File: src/hw/kpi_pkg.sv
// package: register map, field layout, reset values and bus types of the keypad interrupt unit
package kpi_pkg;

	// ==========================================================
	// geometry
	localparam int KPI_MAX_PINS  = 8;
	localparam int KPI_NUM_PINS  = 4;
	localparam int KPI_REG_W     = 8;
	localparam int KPI_ADDR_W    = 12;
	localparam int KPI_DATA_W    = 32;

	// ==========================================================
	// register byte addresses
	localparam logic [KPI_ADDR_W-1:0] KPI_OFS_STATUS_CONTROL = 12'h000;
	localparam logic [KPI_ADDR_W-1:0] KPI_OFS_PIN_ENABLE     = 12'h004;
	localparam logic [KPI_ADDR_W-1:0] KPI_OFS_EDGE_SELECT    = 12'h008;

	// ==========================================================
	// status and control field positions
	localparam int KPI_BIT_DETECT_MODE = 0;
	localparam int KPI_BIT_IRQ_ENABLE  = 1;
	localparam int KPI_BIT_ACKNOWLEDGE = 2;
	localparam int KPI_BIT_EVENT_FLAG  = 3;

	// ==========================================================
	// reset values
	localparam logic [KPI_REG_W-1:0] KPI_RST_PIN_ENABLE  = 8'h00;
	localparam logic [KPI_REG_W-1:0] KPI_RST_EDGE_SELECT = 8'h00;
	localparam logic                 KPI_RST_IRQ_ENABLE  = 1'b0;
	localparam logic                 KPI_RST_DETECT_MODE = 1'b0;

	// ==========================================================
	// bus answers
	localparam logic [1:0] KPI_RESP_OKAY   = 2'h0;
	localparam logic [1:0] KPI_RESP_SLVERR = 2'h2;

	// ==========================================================
	// bus carriers
	typedef struct packed {
		logic [KPI_ADDR_W-1:0] awaddr;
		logic                  awvalid;
		logic [KPI_DATA_W-1:0] wdata;
		logic [3:0]            wstrb;
		logic                  wvalid;
		logic                  bready;
		logic [KPI_ADDR_W-1:0] araddr;
		logic                  arvalid;
		logic                  rready;
	} kpi_axi_req_s;

	typedef struct packed {
		logic                  awready;
		logic                  wready;
		logic [1:0]            bresp;
		logic                  bvalid;
		logic                  arready;
		logic [KPI_DATA_W-1:0] rdata;
		logic [1:0]            rresp;
		logic                  rvalid;
	} kpi_axi_rsp_s;

endpackage

File: src/hw/kpi_top.sv
// keypad pin interrupt unit with an axi4-lite register slave
//
// Chosen here: register access over AXI4-Lite and the register addresses.
`timescale 1ns/1ps
// ==========================================================
// Operation
// RULE_01 - up to eight independently enabled key sources
// RULE_02 - only four key pins physically present
// RULE_03 - edge only or edge plus level sensing
// RULE_04 - control bits 7:4 read zero
// RULE_05 - bit 3 event flag, writes ignored
// RULE_06 - bit 2 write-one acknowledge, reads zero
// RULE_07 - bit 1 enables the cpu request
// RULE_08 - bit 0 selects edge or edge-level mode
// RULE_09 - pin enable register, one bit per pin
// RULE_10 - edge select register, one polarity per pin
// RULE_11 - three 8-bit software registers
// RULE_12 - keeps working in wait, wakes cpu
// RULE_13 - keeps detecting in light stop, wakes cpu
// RULE_14 - deep stop disables and resets the unit
// RULE_15 - debug mode changes nothing
// RULE_16 - edges found from two successive bus samples
// RULE_17 - all inputs idle before next edge
// RULE_18 - event sets flag, acknowledge clears it
// RULE_19 - level mode: acknowledge fails while asserted
// RULE_20 - polarity 0 falling/low, 1 rising/high
// RULE_21 - request equals flag and enable
module kpi_top
	import kpi_pkg::*;
#(
	parameter int NUM_PINS = KPI_NUM_PINS
)(
	// clock and reset
	input  wire logic          CLOCK,
	input  wire logic          RST_B,
	// register bus
	input  wire kpi_axi_req_s  AXI_REQ,
	output kpi_axi_rsp_s       AXI_RSP,
	// power mode from the system controller, same clock
	input  wire logic          DEEP_STOP,
	// key pins, asynchronous
	input  wire logic [NUM_PINS-1:0] KEY_INPUT_PINS,
	// requests to the cpu
	output logic               KEY_IRQ,
	output logic               WAKE_REQ
);

	// ==========================================================
	// pin synchroniser
	// absent pin positions are tied low, the active level at polarity 0; their enables still store
	logic [KPI_MAX_PINS-1:0] sync1_ff;
	logic [KPI_MAX_PINS-1:0] sync2_ff;
	logic [KPI_MAX_PINS-1:0] nxt_sync1;
	logic [KPI_MAX_PINS-1:0] nxt_sync2;

	always_comb begin
		nxt_sync1 = '0;
		nxt_sync1[NUM_PINS-1:0] = KEY_INPUT_PINS; // RULE_02
		nxt_sync2 = sync1_ff;
	end

	always_ff @(posedge CLOCK or negedge RST_B) begin
		if (!RST_B) begin
			sync1_ff <= '0;
			sync2_ff <= '0;
		end else begin
			sync1_ff <= nxt_sync1;
			sync2_ff <= nxt_sync2;
		end
	end

	// ==========================================================
	// axi4-lite slave
	logic [KPI_ADDR_W-1:0] aw_addr_ff;
	logic                  aw_have_ff;
	logic [KPI_DATA_W-1:0] w_data_ff;
	logic [3:0]            w_strb_ff;
	logic                  w_have_ff;
	kpi_axi_rsp_s          rsp_ff;
	logic [KPI_ADDR_W-1:0] nxt_aw_addr;
	logic                  nxt_aw_have;
	logic [KPI_DATA_W-1:0] nxt_w_data;
	logic [3:0]            nxt_w_strb;
	logic                  nxt_w_have;
	kpi_axi_rsp_s          nxt_rsp;
	logic                  wr_fire;
	logic                  wr_hit;
	logic [KPI_REG_W-1:0]  rd_val;
	logic                  rd_hit;

	// unit registers, read by the bus mux
	logic [KPI_REG_W-1:0] pin_enable_bits_ff;
	logic [KPI_REG_W-1:0] polarity_bits_ff;
	logic                 irq_enable_bit_ff;
	logic                 detect_level_mode_ff;
	logic                 key_event_flag_ff;

	function automatic logic addr_mapped(input logic [KPI_ADDR_W-1:0] a);
		addr_mapped = (a == KPI_OFS_STATUS_CONTROL) || (a == KPI_OFS_PIN_ENABLE) ||
			(a == KPI_OFS_EDGE_SELECT); // RULE_11
	endfunction

	always_comb begin
		rd_val = '0;
		// ack reads zero and the top nibble is unused
		case (AXI_REQ.araddr)
			KPI_OFS_STATUS_CONTROL: begin
				rd_val[KPI_BIT_EVENT_FLAG]  = key_event_flag_ff;     // RULE_05
				rd_val[KPI_BIT_IRQ_ENABLE]  = irq_enable_bit_ff;     // RULE_07
				rd_val[KPI_BIT_DETECT_MODE] = detect_level_mode_ff;  // RULE_08
			end // RULE_04 RULE_06
			KPI_OFS_PIN_ENABLE:  rd_val = pin_enable_bits_ff;
			KPI_OFS_EDGE_SELECT: rd_val = polarity_bits_ff;
			default:             rd_val = '0;
		endcase
		rd_hit = addr_mapped(AXI_REQ.araddr);
	end

	always_comb begin
		nxt_aw_addr = aw_addr_ff;
		nxt_aw_have = aw_have_ff;
		nxt_w_data  = w_data_ff;
		nxt_w_strb  = w_strb_ff;
		nxt_w_have  = w_have_ff;
		nxt_rsp     = rsp_ff;
		// address and data are taken independently, in either order
		if (AXI_REQ.awvalid && rsp_ff.awready) begin
			nxt_aw_addr = AXI_REQ.awaddr;
			nxt_aw_have = 1'b1;
		end
		if (AXI_REQ.wvalid && rsp_ff.wready) begin
			nxt_w_data = AXI_REQ.wdata;
			nxt_w_strb = AXI_REQ.wstrb;
			nxt_w_have = 1'b1;
		end
		if (rsp_ff.bvalid && AXI_REQ.bready) begin
			nxt_rsp.bvalid = 1'b0;
		end
		// the write lands only once the previous response is gone
		wr_fire = aw_have_ff && w_have_ff && !rsp_ff.bvalid;
		wr_hit  = wr_fire && addr_mapped(aw_addr_ff) && w_strb_ff[0];
		if (wr_fire) begin
			nxt_aw_have    = 1'b0;
			nxt_w_have     = 1'b0;
			nxt_rsp.bvalid = 1'b1;
			nxt_rsp.bresp  = addr_mapped(aw_addr_ff) ? KPI_RESP_OKAY : KPI_RESP_SLVERR;
		end
		nxt_rsp.awready = !nxt_aw_have;
		nxt_rsp.wready  = !nxt_w_have;
		// read channel: one outstanding read
		if (rsp_ff.rvalid && AXI_REQ.rready) begin
			nxt_rsp.rvalid = 1'b0;
			nxt_rsp.rdata  = '0;
		end
		if (AXI_REQ.arvalid && rsp_ff.arready) begin
			nxt_rsp.rvalid = 1'b1;
			nxt_rsp.rdata  = {{(KPI_DATA_W-KPI_REG_W){1'b0}}, rd_val};
			nxt_rsp.rresp  = rd_hit ? KPI_RESP_OKAY : KPI_RESP_SLVERR;
		end
		nxt_rsp.arready = !nxt_rsp.rvalid;
	end

	always_ff @(posedge CLOCK or negedge RST_B) begin
		if (!RST_B) begin
			aw_addr_ff <= '0;
			aw_have_ff <= 1'b0;
			w_data_ff  <= '0;
			w_strb_ff  <= '0;
			w_have_ff  <= 1'b0;
			rsp_ff     <= '{awready: 1'b1, wready: 1'b1, bresp: KPI_RESP_OKAY,
				bvalid: 1'b0, arready: 1'b1, rdata: '0, rresp: KPI_RESP_OKAY,
				rvalid: 1'b0};
		end else begin
			aw_addr_ff <= nxt_aw_addr;
			aw_have_ff <= nxt_aw_have;
			w_data_ff  <= nxt_w_data;
			w_strb_ff  <= nxt_w_strb;
			w_have_ff  <= nxt_w_have;
			rsp_ff     <= nxt_rsp;
		end
	end

	assign AXI_RSP = rsp_ff;

	// ==========================================================
	// key detection core
	logic [KPI_REG_W-1:0] prev_ff;
	logic                 armed_ff;
	logic                 irq_ff;
	logic [KPI_REG_W-1:0] nxt_pin_enable;
	logic [KPI_REG_W-1:0] nxt_polarity;
	logic                 nxt_irq_enable;
	logic                 nxt_detect_mode;
	logic                 nxt_flag;
	logic [KPI_REG_W-1:0] nxt_prev;
	logic                 nxt_armed;
	logic                 nxt_irq;
	logic [KPI_REG_W-1:0] now_act;
	logic [KPI_REG_W-1:0] was_act;
	logic                 any_act;
	logic                 edge_seen;
	logic                 level_seen;
	logic                 ack_wr;
	logic [KPI_REG_W-1:0] pin_now;
	logic [KPI_REG_W-1:0] pin_was;

	// ==========================================================
	// per-pin sensing
	// a pin counts only when present and enabled; polarity 0 means active low
	for (genvar g = 0; g < KPI_MAX_PINS; g++) begin : g_pin
		if (g < NUM_PINS) begin : g_present
			assign pin_now[g] = pin_enable_bits_ff[g] && (sync2_ff[g] == polarity_bits_ff[g]); // RULE_20
			assign pin_was[g] = pin_enable_bits_ff[g] && (prev_ff[g] == polarity_bits_ff[g]);
		end else begin : g_absent
			// no input here: the enable stores but must never sense a tied level
			assign pin_now[g] = 1'b0; // RULE_02
			assign pin_was[g] = 1'b0;
		end
	end

	always_comb begin
		now_act = pin_now;                                               // RULE_09 RULE_10
		was_act = pin_was;                                               // RULE_16
		any_act = |now_act;
		// a new edge only counts once every enabled pin has gone idle
		edge_seen  = armed_ff && |(now_act & ~was_act);                 // RULE_17 RULE_01
		level_seen = detect_level_mode_ff && any_act;                   // RULE_03
		ack_wr     = wr_hit && (aw_addr_ff == KPI_OFS_STATUS_CONTROL) &&
			w_data_ff[KPI_BIT_ACKNOWLEDGE];                              // RULE_06

		nxt_pin_enable  = pin_enable_bits_ff;
		nxt_polarity    = polarity_bits_ff;
		nxt_irq_enable  = irq_enable_bit_ff;
		nxt_detect_mode = detect_level_mode_ff;
		if (wr_hit) begin
			case (aw_addr_ff)
				KPI_OFS_STATUS_CONTROL: begin
					nxt_irq_enable  = w_data_ff[KPI_BIT_IRQ_ENABLE];   // RULE_07
					nxt_detect_mode = w_data_ff[KPI_BIT_DETECT_MODE];  // RULE_08
				end
				KPI_OFS_PIN_ENABLE:  nxt_pin_enable = w_data_ff[KPI_REG_W-1:0];
				KPI_OFS_EDGE_SELECT: nxt_polarity   = w_data_ff[KPI_REG_W-1:0];
				default: begin
					nxt_pin_enable = pin_enable_bits_ff;
				end
			endcase
		end

		// set beats acknowledge; in level mode an asserted pin re-sets at once
		nxt_flag  = edge_seen || level_seen || (key_event_flag_ff && !ack_wr); // RULE_18 RULE_19 RULE_05
		nxt_armed = edge_seen ? 1'b0 : (armed_ff || !any_act);
		nxt_prev  = sync2_ff;
		// wait, light stop and debug need nothing special: the unit stays clocked
		nxt_irq   = nxt_flag && nxt_irq_enable;                            // RULE_21 RULE_12 RULE_13 RULE_15

		// deep stop holds the unit in its reset condition
		if (DEEP_STOP) begin                                               // RULE_14
			nxt_pin_enable  = KPI_RST_PIN_ENABLE;
			nxt_polarity    = KPI_RST_EDGE_SELECT;
			nxt_irq_enable  = KPI_RST_IRQ_ENABLE;
			nxt_detect_mode = KPI_RST_DETECT_MODE;
			nxt_flag        = 1'b0;
			nxt_armed       = 1'b0;
			nxt_irq         = 1'b0;
		end
	end

	always_ff @(posedge CLOCK or negedge RST_B) begin
		if (!RST_B) begin
			pin_enable_bits_ff   <= KPI_RST_PIN_ENABLE;
			polarity_bits_ff     <= KPI_RST_EDGE_SELECT;
			irq_enable_bit_ff    <= KPI_RST_IRQ_ENABLE;
			detect_level_mode_ff <= KPI_RST_DETECT_MODE;
			key_event_flag_ff    <= 1'b0;
			prev_ff              <= '0;
			armed_ff             <= 1'b0;
			irq_ff               <= 1'b0;
		end else begin
			pin_enable_bits_ff   <= nxt_pin_enable;
			polarity_bits_ff     <= nxt_polarity;
			irq_enable_bit_ff    <= nxt_irq_enable;
			detect_level_mode_ff <= nxt_detect_mode;
			key_event_flag_ff    <= nxt_flag;
			prev_ff              <= nxt_prev;
			armed_ff             <= nxt_armed;
			irq_ff               <= nxt_irq;
		end
	end

	assign KEY_IRQ  = irq_ff;
	assign WAKE_REQ = irq_ff;

endmodule

File: config.mk
export PLATFORM = sky130hd
export DESIGN_NAME = kpi_top
export DESIGN_NICKNAME = d
export VERILOG_FILES = /design/src/hw/kpi_pkg.sv /design/src/hw/kpi_top.sv
export SDC_FILE = /design/constraint.sdc
export NUM_CORES = 1
export LEC_CHECK = 0
export BUFFER_PORTS_ARGS = -buffer_cell sky130_fd_sc_hd__buf_4
export CELL_PAD_IN_SITES_DETAIL_PLACEMENT = 1
export CELL_PAD_IN_SITES_GLOBAL_PLACEMENT = 1
export CORE_MARGIN = 4
export CORE_UTILIZATION = 34
export DETAILED_ROUTE_END_ITERATION = 12
export HOLD_SLACK_MARGIN = 0.08
export PLACE_DENSITY = 0.76
export SKIP_LAST_GASP = 1
export SYNTH_ARGS = -nofsm -noshare
export SYNTH_HDL_FRONTEND = slang
export SYNTH_SLANG_ARGS = --single-unit
File: constraint.sdc
create_clock -name CLOCK -period 1.3 [get_ports CLOCK]
set_input_delay 0.065 -clock CLOCK [delete_from_list [all_inputs] [get_ports CLOCK]]
set_output_delay 0.065 -clock CLOCK [all_outputs]
set_load 0.005 [all_outputs]
# Yosys cells after proc, flatten, opt, wreduce, memory -nomap -nowiden
# Cells that the tools add are included.
dict set report totals {
  ff_bits 97
  in_bits 72
  output_inout_bits 43
  wordCells 117
}
dict set report op_classes {
  n_eq_ne 12
  mux 31
  n_bitwise 2
  n_reduce_logical 49
}
# cell n
set op_table {}
lappend op_table {{two-way mux 8 bit} 6}
lappend op_table {{two-way mux 35 bit} 1}
lappend op_table {{two-way mux 32 bit} 1}
lappend op_table {{== test 12 x 3 -> 1 bit (second input constant)} 2}
lappend op_table {{== test 12 x 4 -> 1 bit (second input constant)} 2}
lappend op_table {{logical NOT 12 bit} 2}
lappend op_table {{logical AND 1 bit} 23}
lappend op_table {{two-way mux 1 bit} 17}
lappend op_table {{nonzero test 2 bit} 6}
lappend op_table {{AND 4 x 8 -> 8 bit} 1}
lappend op_table {{== test 1 bit} 8}
lappend op_table {{inverter 4 -> 8 bit} 1}
lappend op_table {{case mux 4 bit (2 select lines)} 1}
lappend op_table {{OR reduction 8 bit} 1}
lappend op_table {{logical OR 1 bit} 7}
lappend op_table {{logical NOT 1 bit} 6}
lappend op_table {{case mux 2 bit (3 select lines)} 1}
lappend op_table {{AND reduction 2 bit} 3}
lappend op_table {{two-way mux 2 bit} 2}
lappend op_table {{OR reduction 4 bit} 1}
lappend op_table {{case mux 1 bit (3 select lines)} 1}
lappend op_table {{case mux 1 bit (2 select lines)} 1}

# Depth between registers and ports, before layout
# Gate-level depths: netlist of run 1.
dict set report depth {
  depth_word 12
  mapped_depth 6
  mapped_depth_nobuf 4
}

# Least setup slack after synthesis of run 1
# OpenSTA, ideal clock, no wires.
dict set report synth_timing {
  path_type {reg-to-reg}
  from {reg aw_addr_ff[9]}
  to {reg pin_enable_bits_ff[1]}
  t_arrival_ns 1.327
  slack_ns -0.164
  path_stages_with_launch 6
  path_buffers 1
  synth_period_minus_slack_ns 1.464
  cell_sequence {dfrtp_1 nor4_4 nand4b_2 clkbuf_1 o21ai_0 a21oi_1}
}
dict set report synth_via {
  elab_chain_cells 7
}
# item line
set synth_rtl {}
lappend synth_rtl {{start, declared} kpi_top.sv:74} ;# logic [KPI_ADDR_W-1:0] aw_addr_ff;
lappend synth_rtl {{start signal, assigned} kpi_top.sv:174} ;# aw_addr_ff <= nxt_aw_addr;
lappend synth_rtl {{== test 12 x 3 -> 1 bit / logical NOT 12 bit (equally long branches)} {kpi_top.sv:99, kpi_top.sv:236}}
lappend synth_rtl {{logical OR 1 bit (2 in series)} kpi_top.sv:99} ;# addr_mapped = (a == KPI_OFS_STATUS_CONTROL) || (a == KPI_OFS_PIN_ENABLE) ||
lappend synth_rtl {{logical AND 1 bit (2 in series)} kpi_top.sv:141} ;# wr_hit = wr_fire && addr_mapped(aw_addr_ff) && w_strb_ff[0];
lappend synth_rtl {{nonzero test 2 bit (no source line)} --}
lappend synth_rtl {{AND reduction 2 bit (no source line) *} --}
lappend synth_rtl {{end signal, assigned} kpi_top.sv:279} ;# pin_enable_bits_ff <= nxt_pin_enable;
lappend synth_rtl {{end, declared} kpi_top.sv:92} ;# logic [KPI_REG_W-1:0] pin_enable_bits_ff;
# Mark *: on every way between the ends. The rest lies on a longest branch, timed or not.
# A chain may end at the register's enable or synchronous reset.

# Worst setup path after layout of run 1
dict set report layout_timing {
  from {reg aw_addr_ff[5]}
  to {reg polarity_bits_ff[6]}
}
dict set report layout_via {
  elab_chain_cells 7
}
# item line
set layout_rtl {}
lappend layout_rtl {{== test 12 x 3 -> 1 bit / logical NOT 12 bit (equally long branches)} kpi_top.sv:99}
lappend layout_rtl {{logical OR 1 bit (2 in series)} kpi_top.sv:99}
lappend layout_rtl {{logical AND 1 bit (2 in series)} kpi_top.sv:141}
lappend layout_rtl {{nonzero test 2 bit (no source line)} --}
lappend layout_rtl {{AND reduction 2 bit (no source line) *} --}
lappend layout_rtl {{end signal, assigned} kpi_top.sv:280} ;# polarity_bits_ff <= nxt_polarity;
lappend layout_rtl {{end, declared} kpi_top.sv:93} ;# logic [KPI_REG_W-1:0] polarity_bits_ff;
# Marked as above.

==> flow_summary.json, run 1 <==
{
  "layout_setup_ws_ns": -0.385,
  "via_per_inst": 4.92,
  "synth_seq_area_share_pct": 55.5,
  "maxSlewViolCount": 0,
  "hpwl_um": 5960,
  "leakage_nw": 2.08,
  "hold_end": "AXI_RSP[2]",
  "start_kind": "register",
  "vias": 2558,
  "ys.warnings.count": 0,
  "synth_top_family_by_area": "simple AND/OR/NAND/NOR gates",
  "period_share_pct": 130,
  "worstMarginPinSlew_ns": 0.504,
  "start_util_pct": 34.9,
  "drtAntennaViolNets": 0,
  "r2r_cells": 6,
  "crit_slowest_cell": "dfrtp_1",
  "drive_gt1_share_pct": 40.3,
  "die_w_um": 105,
  "drc": 0,
  "cp_slowest_stage_delay_ns": 0.41,
  "io_pins": 115,
  "portBuffers": 61,
  "synth-compound-area-share_pct": 11.6,
  "timing.critical_path.from": "aw_addr_ff[5]",
  "layout.nets": 476,
  "instances_no_fill": 520,
  "clk_path_buf_depth": 2,
  "wl_per_cell_um": 16.5,
  "holdCritPathClass": "in2reg",
  "ys_seq_elements": 71,
  "vdd_drop_max_v": 0.000982,
  "worstSetupPathType": "reg2reg",
  "yosys.area_share.simple_pct": 14.0,
  "setup_viol": 26,
  "min_path_cells": 3,
  "crit_arrival_ns": 1.94,
  "drt_pass1_iterations": 4,
  "htreeDepth": 3,
  "drt_iter0_drc": 129,
  "synth_cell_type_count": 39,
  "rrSetupSlack_ns": -0.38,
  "path_cells": "nor4_4 > buf_4 > and4b_1 > buf_12 > nand3_1 > a21oi_1",
  "layout_common_cells": "buf_4, dfrtp_1, dlygate4sd3_1",
  "die_area_sq_um": 11100,
  "worstHoldStart": "AXI_REQ[5]",
  "violations": "setup timing",
  "avgSynthCellArea_sq_um": 11.6,
  "yosys-mux-area-fraction_pct": 8.57,
  "root_buffer": "clkbuf_8",
  "power_mw": 6.87,
  "cts_buffers": 9,
  "track_usage_pct": 16.0,
  "syn2layout_area_growth_pct": 42.5,
  "synth_xor_area_share_pct": 1.09,
  "rows": 35,
  "postSynthCellCount": 277,
  "cp.required_ns": 1.56,
  "cap_violations": 0,
  "period_minus_slack_ns": 1.68,
  "grt_overflow": 0,
  "fmax_ghz": 0.594,
  "coreArea_sq_um": 9200,
  "r2r_end": "polarity_bits_ff[6]",
  "netlist_top_cells_area": "dfrtp_1, mux2_2, buf_4",
  "layout.cells.most_common": "buf_4",
  "cts_tree": "yes",
  "grt_pass1_vias": 2798,
  "skew_ns": 0.00695,
  "netlist_area_sq_um": 3210,
  "rsz0062_at_grt": "true",
  "cts.clk_slew.worst_paths_ns": 0.08,
  "cp-end-kind": "register",
  "drt_wl_total_um": 8590,
  "whs_ns": 0.0988,
  "antenna_found_initial": 0,
  "run_status": "finished, violations left",
  "p_per_area_nw_per_um2": 1500,
  "yosysTopAreaCell": "dfrtp_1",
  "grt_first_pass_wirelength_um": 14100,
  "grt_max_degree": 37,
  "synthAdderAreaFrac_pct": 0,
  "insertion_delay_ns": 0.34,
  "die_height_um": 105,
  "slew-limit-headroom_pct": 66.4,
  "place_inst": 462,
  "r2r-start": "aw_addr_ff[5]",
  "cp_max_fo": 16,
  "antenna-diode-count": 0,
  "finalInstanceArea_sq_um": 4570,
  "hold_viol": 0,
  "numClockSinks": 71,
  "post_dp_cell_area_sq_um": 3870,
  "synth.top_cell.area_share_pct": 53.0,
  "gp_congestion": 0.736
}
layer usage:
metal / part of all wire, % / track usage, % / vias up
met5: 0 / 0 / -
met4: 1.1 / 5.34 / 0
met3: 5.9 / 4.32 / 8
met2: 51 / 27.5 / 91
met1: 42 / 19.5 / 1265
li1: - / - / 1194
where the power goes:
group	leakage, nW	total [mW]	switching [mW]	internal (mW)
registers	0.888	3.16	0.454	2.71
logic	1.09	1.94	0.873	1.06
clock network	0.0981	1.77	0.845	0.928
how the worst max path moves through the flow:
stage / endpoint / slack [ns] / depth (start not counted)
after floorplan: pin_enable_bits_ff[1] / -0.15 / 5
after global placement: KEY_IRQ / -0.26 / 4
after detailed placement: KEY_IRQ / -0.36 / 4
after CTS: polarity_bits_ff[6] / -0.37 / 5
after global routing: polarity_bits_ff[6] / -0.43 / 6
final: polarity_bits_ff[6] / -0.38 / 6
cell type report:
class,instances,area [sq um]
clock buffers,10,138
clock inverters,6,60.1
fillers,1001,4620
inverters,7,26.3
multi-input cells,188,1350
flip-flops and latches,71,1780
well taps,111,139
repair buffers,127,1070
sequential cells by signal, summed over array words and instances, names as in the netlist:
signal                flops
w_have_ff                 1
detect_level_mode_ff      1
polarity_bits_ff          8
w_data_ff                 8
w_strb_ff                 1
aw_have_ff                1
aw_addr_ff               12
AXI_RSP                  15
key_event_flag_ff         1
irq_enable_bit_ff         1
nxt_sync2                 4
nxt_prev                  4
KEY_IRQ                   1
prev_ff                   4
pin_enable_bits_ff        8
armed_ff                  1
kinds of logic (layout without fill, tap and decap cells):
kind of cell,Yosys count,after routing
flip-flops,71,71
other,1,26
buffers and inverters,44,150
AND/OR/NAND/NOR,67,68
AO/OA/AOI/OAI,65,65
multiplexers,25,25
XOR/XNOR,4,4
timing repair:
item / 4_1_cts / 5_1_grt
endpoints found under the setup margin: 31 / 30
pin swaps: 7 / 10
gates resized for setup: 11 / 28
buffers inserted: 3 / 7
endpoints found under the hold margin: 119 / 0
cloned: 0 / 1
hold buffers: 32 / 0
per-stage QoR:
step	setup TNS, ns	setup WS [ns]	utilization (%)
after floorplan	-2.01	-0.146	-
after global placement	-4.11	-0.255	42.1
after detailed placement	-6.03	-0.356	42.1
after CTS	-6.61	-0.366	48.2
after global routing	-8.70	-0.433	49.7
final	-6.59	-0.385	49.7
synthesized netlist by cell type (all sizes together):
| cell | count |
|---|---|
| mux2i | 5 |
| a221o | 5 |
| buf | 30 |
| dfrtp | 68 |
| nand2 | 8 |
| clkbuf | 7 |
| nand3 | 17 |
| inv | 7 |
| a21oi | 21 |
| nand4b | 1 |
| nor4 | 4 |
| conb | 1 |
| nand4 | 2 |
| nor4b | 1 |
| nor3b | 6 |
| xnor2 | 4 |
| a311oi | 1 |
| and2 | 8 |
| dfstp | 3 |
| nor4bb | 1 |
| nand2b | 2 |
| nand3b | 1 |
| a41o | 1 |
| a31oi | 1 |
| and4b | 1 |
| nor2b | 4 |
| mux2 | 20 |
| a22o | 2 |
| o21ai | 33 |
| a2111oi | 1 |
| nor2 | 6 |
| and3b | 5 |
critical path: cells and delay by family, from the launching register on:
kind / cells / cell delay, ns
AO/OA/AOI/OAI: 1 / 0.18
AND/OR/NAND/NOR: 3 / 0.68
flip-flops: 1 / 0.41
buffers and inverters: 2 / 0.33
Note: power is estimated with default switching activity, not from simulation.
==> run 2, diff against run 1 <==
--- a/config.mk
+++ b/config.mk
@@ -9,10 +9,10 @@
 export CELL_PAD_IN_SITES_DETAIL_PLACEMENT = 1
 export CELL_PAD_IN_SITES_GLOBAL_PLACEMENT = 1
 export CORE_MARGIN = 4
-export CORE_UTILIZATION = 34
+export CORE_UTILIZATION = 38
 export DETAILED_ROUTE_END_ITERATION = 12
 export HOLD_SLACK_MARGIN = 0.08
-export PLACE_DENSITY = 0.76
+export PLACE_DENSITY = 0.81
 export SKIP_LAST_GASP = 1
 export SYNTH_ARGS = -nofsm -noshare
 export SYNTH_HDL_FRONTEND = slang
==> constraint.sdc (replaced) <==
create_clock -name CLOCK -period 1.6 [get_ports CLOCK]
set_input_delay 0.08 -clock CLOCK [delete_from_list [all_inputs] [get_ports CLOCK]]
set_output_delay 0.08 -clock CLOCK [all_outputs]
set_load 0.005 [all_outputs]
==> flow_summary.json, run 2 (same netlist as run 1, synthesis figures left out) <==
{
  "run_status": "finished, violations left",
  "violations": "setup timing",
  "setup_viol": 17,
  "r2r-start": "aw_addr_ff[4]",
  "place_inst": 447,
  "grt_max_degree": 39,
  "worstHoldStart": "AXI_REQ[4]",
  "drt_iter0_drc": 93,
  "antenna-diode-count": 0,
  "path_cells": "nor4_4 > buf_4 > nand4_1 > buf_4 > mux2i_2 > a311oi_1",
  "tns_ns": -0.431,
  "instances_no_fill": 498,
  "skew_ns": 0.00929,
  "cts_buffers": 9,
  "io_pins": 115,
  "worst-path-stages": 6,
  "power_mw": 5.42,
  "maxSlewViolCount": 0,
  "cp_slowest_stage_delay_ns": 0.43,
  "layout.nets": 460,
  "wl_per_cell_um": 16.5,
  "slew-limit-headroom_pct": 63.2,
  "period_minus_slack_ns": 1.67,
  "drive_gt1_share_pct": 33.6,
  "holdCritPathClass": "in2reg",
  "layout_setup_ws_ns": -0.0660,
  "die_area_sq_um": 9980,
  "timing.critical_path.from": "aw_addr_ff[4]",
  "drc": 0,
  "grt_first_pass_wirelength_um": 13400,
  "grt_pass1_vias": 2723,
  "via_per_inst": 4.94,
  "num-fill-cells": 877,
  "vias": 2458,
  "crit_arrival_ns": 1.92,
  "start_util_pct": 39.1,
  "cp.required_ns": 1.86,
  "cap_violations": 0,
  "gp_congestion": 0.759,
  "antenna_found_initial": 0,
  "cp-end-kind": "register",
  "start_kind": "register",
  "hold_viol": 0,
  "path_common_cell": "buf_4",
  "drt_wl_total_um": 8240,
  "rsz0062_at_grt": "true",
  "track_usage_pct": 16.9,
  "die_w_um": 99.9,
  "worstSetupPathType": "reg2reg",
  "fmax_ghz": 0.600,
  "layout.cells.most_common": "buf_4",
  "largest_reg_flops": 15,
  "worst-path-buf-inv": 2,
  "grt_overflow": 0,
  "rows": 33,
  "layout_common_cells": "buf_4, dfrtp_1, dlygate4sd3_1",
  "vdd_drop_max_v": 0.000848,
  "insertion_delay_ns": 0.35,
  "cts.clk_slew.worst_paths_ns": 0.08,
  "portBuffers": 61,
  "hpwl_um": 5610,
  "die_height_um": 99.9,
  "cp_top_family": "flip-flops",
  "p_per_area_nw_per_um2": 1240,
  "coreArea_sq_um": 8220,
  "numClockSinks": 71,
  "cts_tree": "yes",
  "crit_slowest_cell": "dfrtp_1",
  "drt_pass1_iterations": 4,
  "whs_ns": 0.130,
  "root_buffer": "clkbuf_8",
  "drtAntennaViolNets": 0,
  "period_share_pct": 104,
  "htreeDepth": 3,
  "worstMarginPinSlew_ns": 0.551,
  "cp_max_fo": 4,
  "syn2layout_area_growth_pct": 35.7,
  "leakage_nw": 1.99,
  "clk_path_buf_depth": 2,
  "r2r_cells": 6,
  "min_path_cells": 3
}
-- run 2: cell count changes in the layout (fill, tap and decap cells not counted), moves of 3 or more --
cell | before | now
buf_4 | 91 | 78
nor3b_1 | 1 | 5
nor3b_2 | 5 | 0
o21ai_0 | 19 | 24
o21ai_2 | 3 | 0
-- run 2: path summary, 6_finish.rpt --
kind                                       end  slack [ns]
worst max-delay path                   KEY_IRQ       -0.07
worst min-delay path                AXI_RSP[2]        0.13
worst max register to register         KEY_IRQ       -0.07
worst min register to register     nxt_prev[2]        0.35
max in group asynchronous          AXI_RSP[40]        0.77
min in group asynchronous       aw_addr_ff[10]        0.23
-- run 2: through the flow --
step	setup WS, ns	area [sq um]	utilization, %
after floorplan	0.136	3300	-
after global placement	0.00175	3770	45.9
after detailed placement	-0.0629	3770	45.9
after CTS	-0.0143	4300	52.3
after global routing	-0.183	4360	53.0
final	-0.0660	4360	53.0
-- run 2: worst reg2reg max path, stage by stage (launching register included) --
cell,delay (ns)
dfrtp_1,0.43
nor4_4,0.30
buf_4,0.20
nand4_1,0.10
buf_4,0.17
mux2i_2,0.15
a311oi_1,0.23
-- run 2: area by class of cell --
| class | instances | area (sq um) | share of cell area (%) |
|---|---|---|---|
| clock inverter | 6 | 60.1 | 1.38 |
| sequential | 71 | 1780 | 40.9 |
| tap | 105 | 131 | 3.02 |
| clock buffer | 10 | 138 | 3.16 |
| multi-input combinational | 187 | 1270 | 29.1 |
| timing repair buffer | 112 | 951 | 21.8 |
| inverter | 7 | 26.3 | 0.603 |
-- run 2: power by group --
group | leakage, nW | internal (mW) | total [mW] | switching, mW
Sequential | 0.891 | 2.20 | 2.55 | 0.347
Combinational | 1.00 | 0.779 | 1.43 | 0.653
Clock | 0.0981 | 0.754 | 1.44 | 0.690
Total | 1.99 | 3.73 | 5.42 | 1.69
-- run 2: repair_timing --
action                     CTS  global route
resized for setup            6            14
hold endpoints to repair   110             0
buffers inserted             0             4
hold buffers                31             0
setup endpoints to repair    7            26
pin swaps                    4             5
-- run 2: layer usage --
layer  vias to the layer above  routed length [um]  track usage, %
met5                         -                   0               0
met4                         0                 148            6.72
met1                      1211                3230            19.7
li1                       1152                   -               -
met3                        13                 522            3.47
met2                        82                4340            30.4
==> run 3, diff against run 2 <==
--- a/config.mk
+++ b/config.mk
@@ -11,6 +11,7 @@
 export CORE_MARGIN = 4
 export CORE_UTILIZATION = 38
 export DETAILED_ROUTE_END_ITERATION = 12
+export GPL_TIMING_DRIVEN = 0
 export HOLD_SLACK_MARGIN = 0.08
 export PLACE_DENSITY = 0.81
 export SKIP_LAST_GASP = 1
==> constraint.sdc (replaced) <==
create_clock -name CLOCK -period 1.6 [get_ports CLOCK]
set_input_delay 0.32 -clock CLOCK [delete_from_list [all_inputs] [get_ports CLOCK]]
set_output_delay 0.32 -clock CLOCK [all_outputs]
set_load 0.005 [all_outputs]
==> flow_summary.json, run 3 (same netlist as run 1, synthesis figures left out) <==
{
  "start_kind": "register",
  "die_area_sq_um": 9980,
  "largest_reg_flops": 15,
  "io_pins": 115,
  "drive_gt1_share_pct": 44.3,
  "cp-end-kind": "register",
  "fmax_ghz": 0.616,
  "layout_setup_ws_ns": -0.0240,
  "wl_per_cell_um": 15.3,
  "run_status": "finished, violations left",
  "track_usage_pct": 15.5,
  "hpwl_um": 5430,
  "root_buffer": "clkbuf_8",
  "drc": 0,
  "htreeDepth": 3,
  "gp_congestion": 0.766,
  "via_per_inst": 4.92,
  "layout.cells.most_common": "buf_4",
  "leakage_nw": 2.01,
  "vdd_drop_max_v": 0.000831,
  "p_per_area_nw_per_um2": 1180,
  "rsz0062_at_grt": "true",
  "grt_pass1_vias": 2546,
  "cts.clk_slew.worst_paths_ns": 0.08,
  "insertion_delay_ns": 0.35,
  "grt_overflow": 0,
  "drt_pass1_iterations": 4,
  "skew_ns": 0.00973,
  "drtAntennaViolNets": 0,
  "start_util_pct": 39.1,
  "cp_max_fo": 5,
  "drt_iter0_drc": 82,
  "holdCritPathClass": "in2async",
  "violations": "setup timing",
  "post_dp_cell_area_sq_um": 3890,
  "cap_violations": 0,
  "antenna-diode-count": 0,
  "worstSetupPathType": "reg2reg",
  "hold_viol": 0,
  "period_share_pct": 101,
  "portBuffers": 60,
  "slew-limit-headroom_pct": 41.0,
  "rows": 33,
  "final_util_pct": 52.6,
  "cts_tree": "yes",
  "numClockSinks": 71,
  "layout.nets": 460,
  "maxSlewViolCount": 0,
  "die_height_um": 99.9,
  "vias": 2451,
  "crit_arrival_ns": 1.82,
  "grt_first_pass_wirelength_um": 12300,
  "coreArea_sq_um": 8220,
  "worstMarginPinSlew_ns": 0.886,
  "drt_wl_total_um": 7620,
  "grt_max_degree": 72,
  "finalInstanceArea_sq_um": 4320,
  "setup_viol": 10,
  "layout_common_cells": "buf_4, dfrtp_1, conb_1",
  "cts_buffers": 9,
  "period_minus_slack_ns": 1.62,
  "syn2layout_area_growth_pct": 34.6,
  "antenna_found_initial": 0,
  "cp.required_ns": 1.80,
  "clk_path_buf_depth": 2,
  "die_w_um": 99.9
}
-- run 3: changes by cell type in the layout (fill, tap and decap cells not counted), sizes merged --
cell         change
buf             +20
bufinv           -1
clkbuf           +7
clkinv           +2
clkinvlp         -1
dlygate4sd3     -27
-- run 3: per-layer routing --
layer  wire [um]  vias to the layer above  share of wire [%]  global-route usage [%]
li1            -                     1158                  -                       -
met1        3110                     1201                 41                    19.2
met2        3760                       82                 49                    26.1
met3         619                       10                8.1                    3.54
met4         128                        0                1.7                    6.30
met5           0                        -                  0                       0
-- run 3: final timing paths --
check / cells past startpoint / start / to / slack, ns
max in group asynchronous: 1 / RST_B / pin_enable_bits_ff[3] / 0.93
worst max register to register: 6 / aw_addr_ff[6] / pin_enable_bits_ff[3] / -0.02
worst max-delay path: 6 / aw_addr_ff[6] / pin_enable_bits_ff[3] / -0.02
min in group CLOCK: 2 / AXI_REQ[14] / AXI_RSP[36] / 0.15
worst min register to register: 0 / nxt_sync2[0] / nxt_prev[0] / 0.35
worst min-delay path: 1 / RST_B / aw_addr_ff[9] / 0.07
-- run 3: per-stage QoR --
stage / setup WS [ns] / total power [mW] / instances / TNS (ns) / hold WS [ns]
finish: -0.0240 / 5.10 / 498 / -0.0927 / 0.0739
floorplan: 0.136 / 3.21 / 302 / 0 / 0.0244
global placement: -0.150 / 3.61 / 467 / -1.89 / 0.334
global route: -0.140 / 5.37 / 498 / -2.20 / 0.167
CTS: -0.0175 / 5.07 / 496 / -0.0175 / 0.121
detailed placement: -0.220 / 3.70 / 467 / -3.07 / 0.336
-- run 3: final cells by class --
cell class / count / area (sq um)
flip-flops and latches: 71 / 1780
clock inverters: 6 / 36.3
well taps: 105 / 131
fillers: 910 / 3900
repair buffers: 76 / 584
clock buffers: 10 / 138
plain buffers: 36 / 277
inverters: 7 / 26.3
multi-input cells: 187 / 1350
-- run 3: critical path, cell delays in order (launching register included) --
cell and delay (ns):
dfrtp_1 0.41, nor4_4 0.27, buf_4 0.18, nand4b_4 0.15, clkbuf_8 0.19, o21ai_0 0.19, a21oi_1 0.09
-- run 3: repair_timing --
| action | 4_1_cts | 5_1_grt |
|---|---|---|
| gates cloned | 1 | 0 |
| pin swaps | 9 | 9 |
| hold buffers | 4 | 0 |
| gates resized for setup | 15 | 32 |
| buffers inserted | 9 | 2 |
| endpoints found under the hold margin | 4 | 0 |
| setup endpoints to repair | 23 | 35 |
-- run 3: where the power goes --
part / leakage (nW) / switching [mW] / internal, mW / total, mW
combinational: 1.03 / 0.561 / 0.653 / 1.21
sequential: 0.891 / 0.389 / 2.20 / 2.59
clock: 0.0918 / 0.703 / 0.596 / 1.30
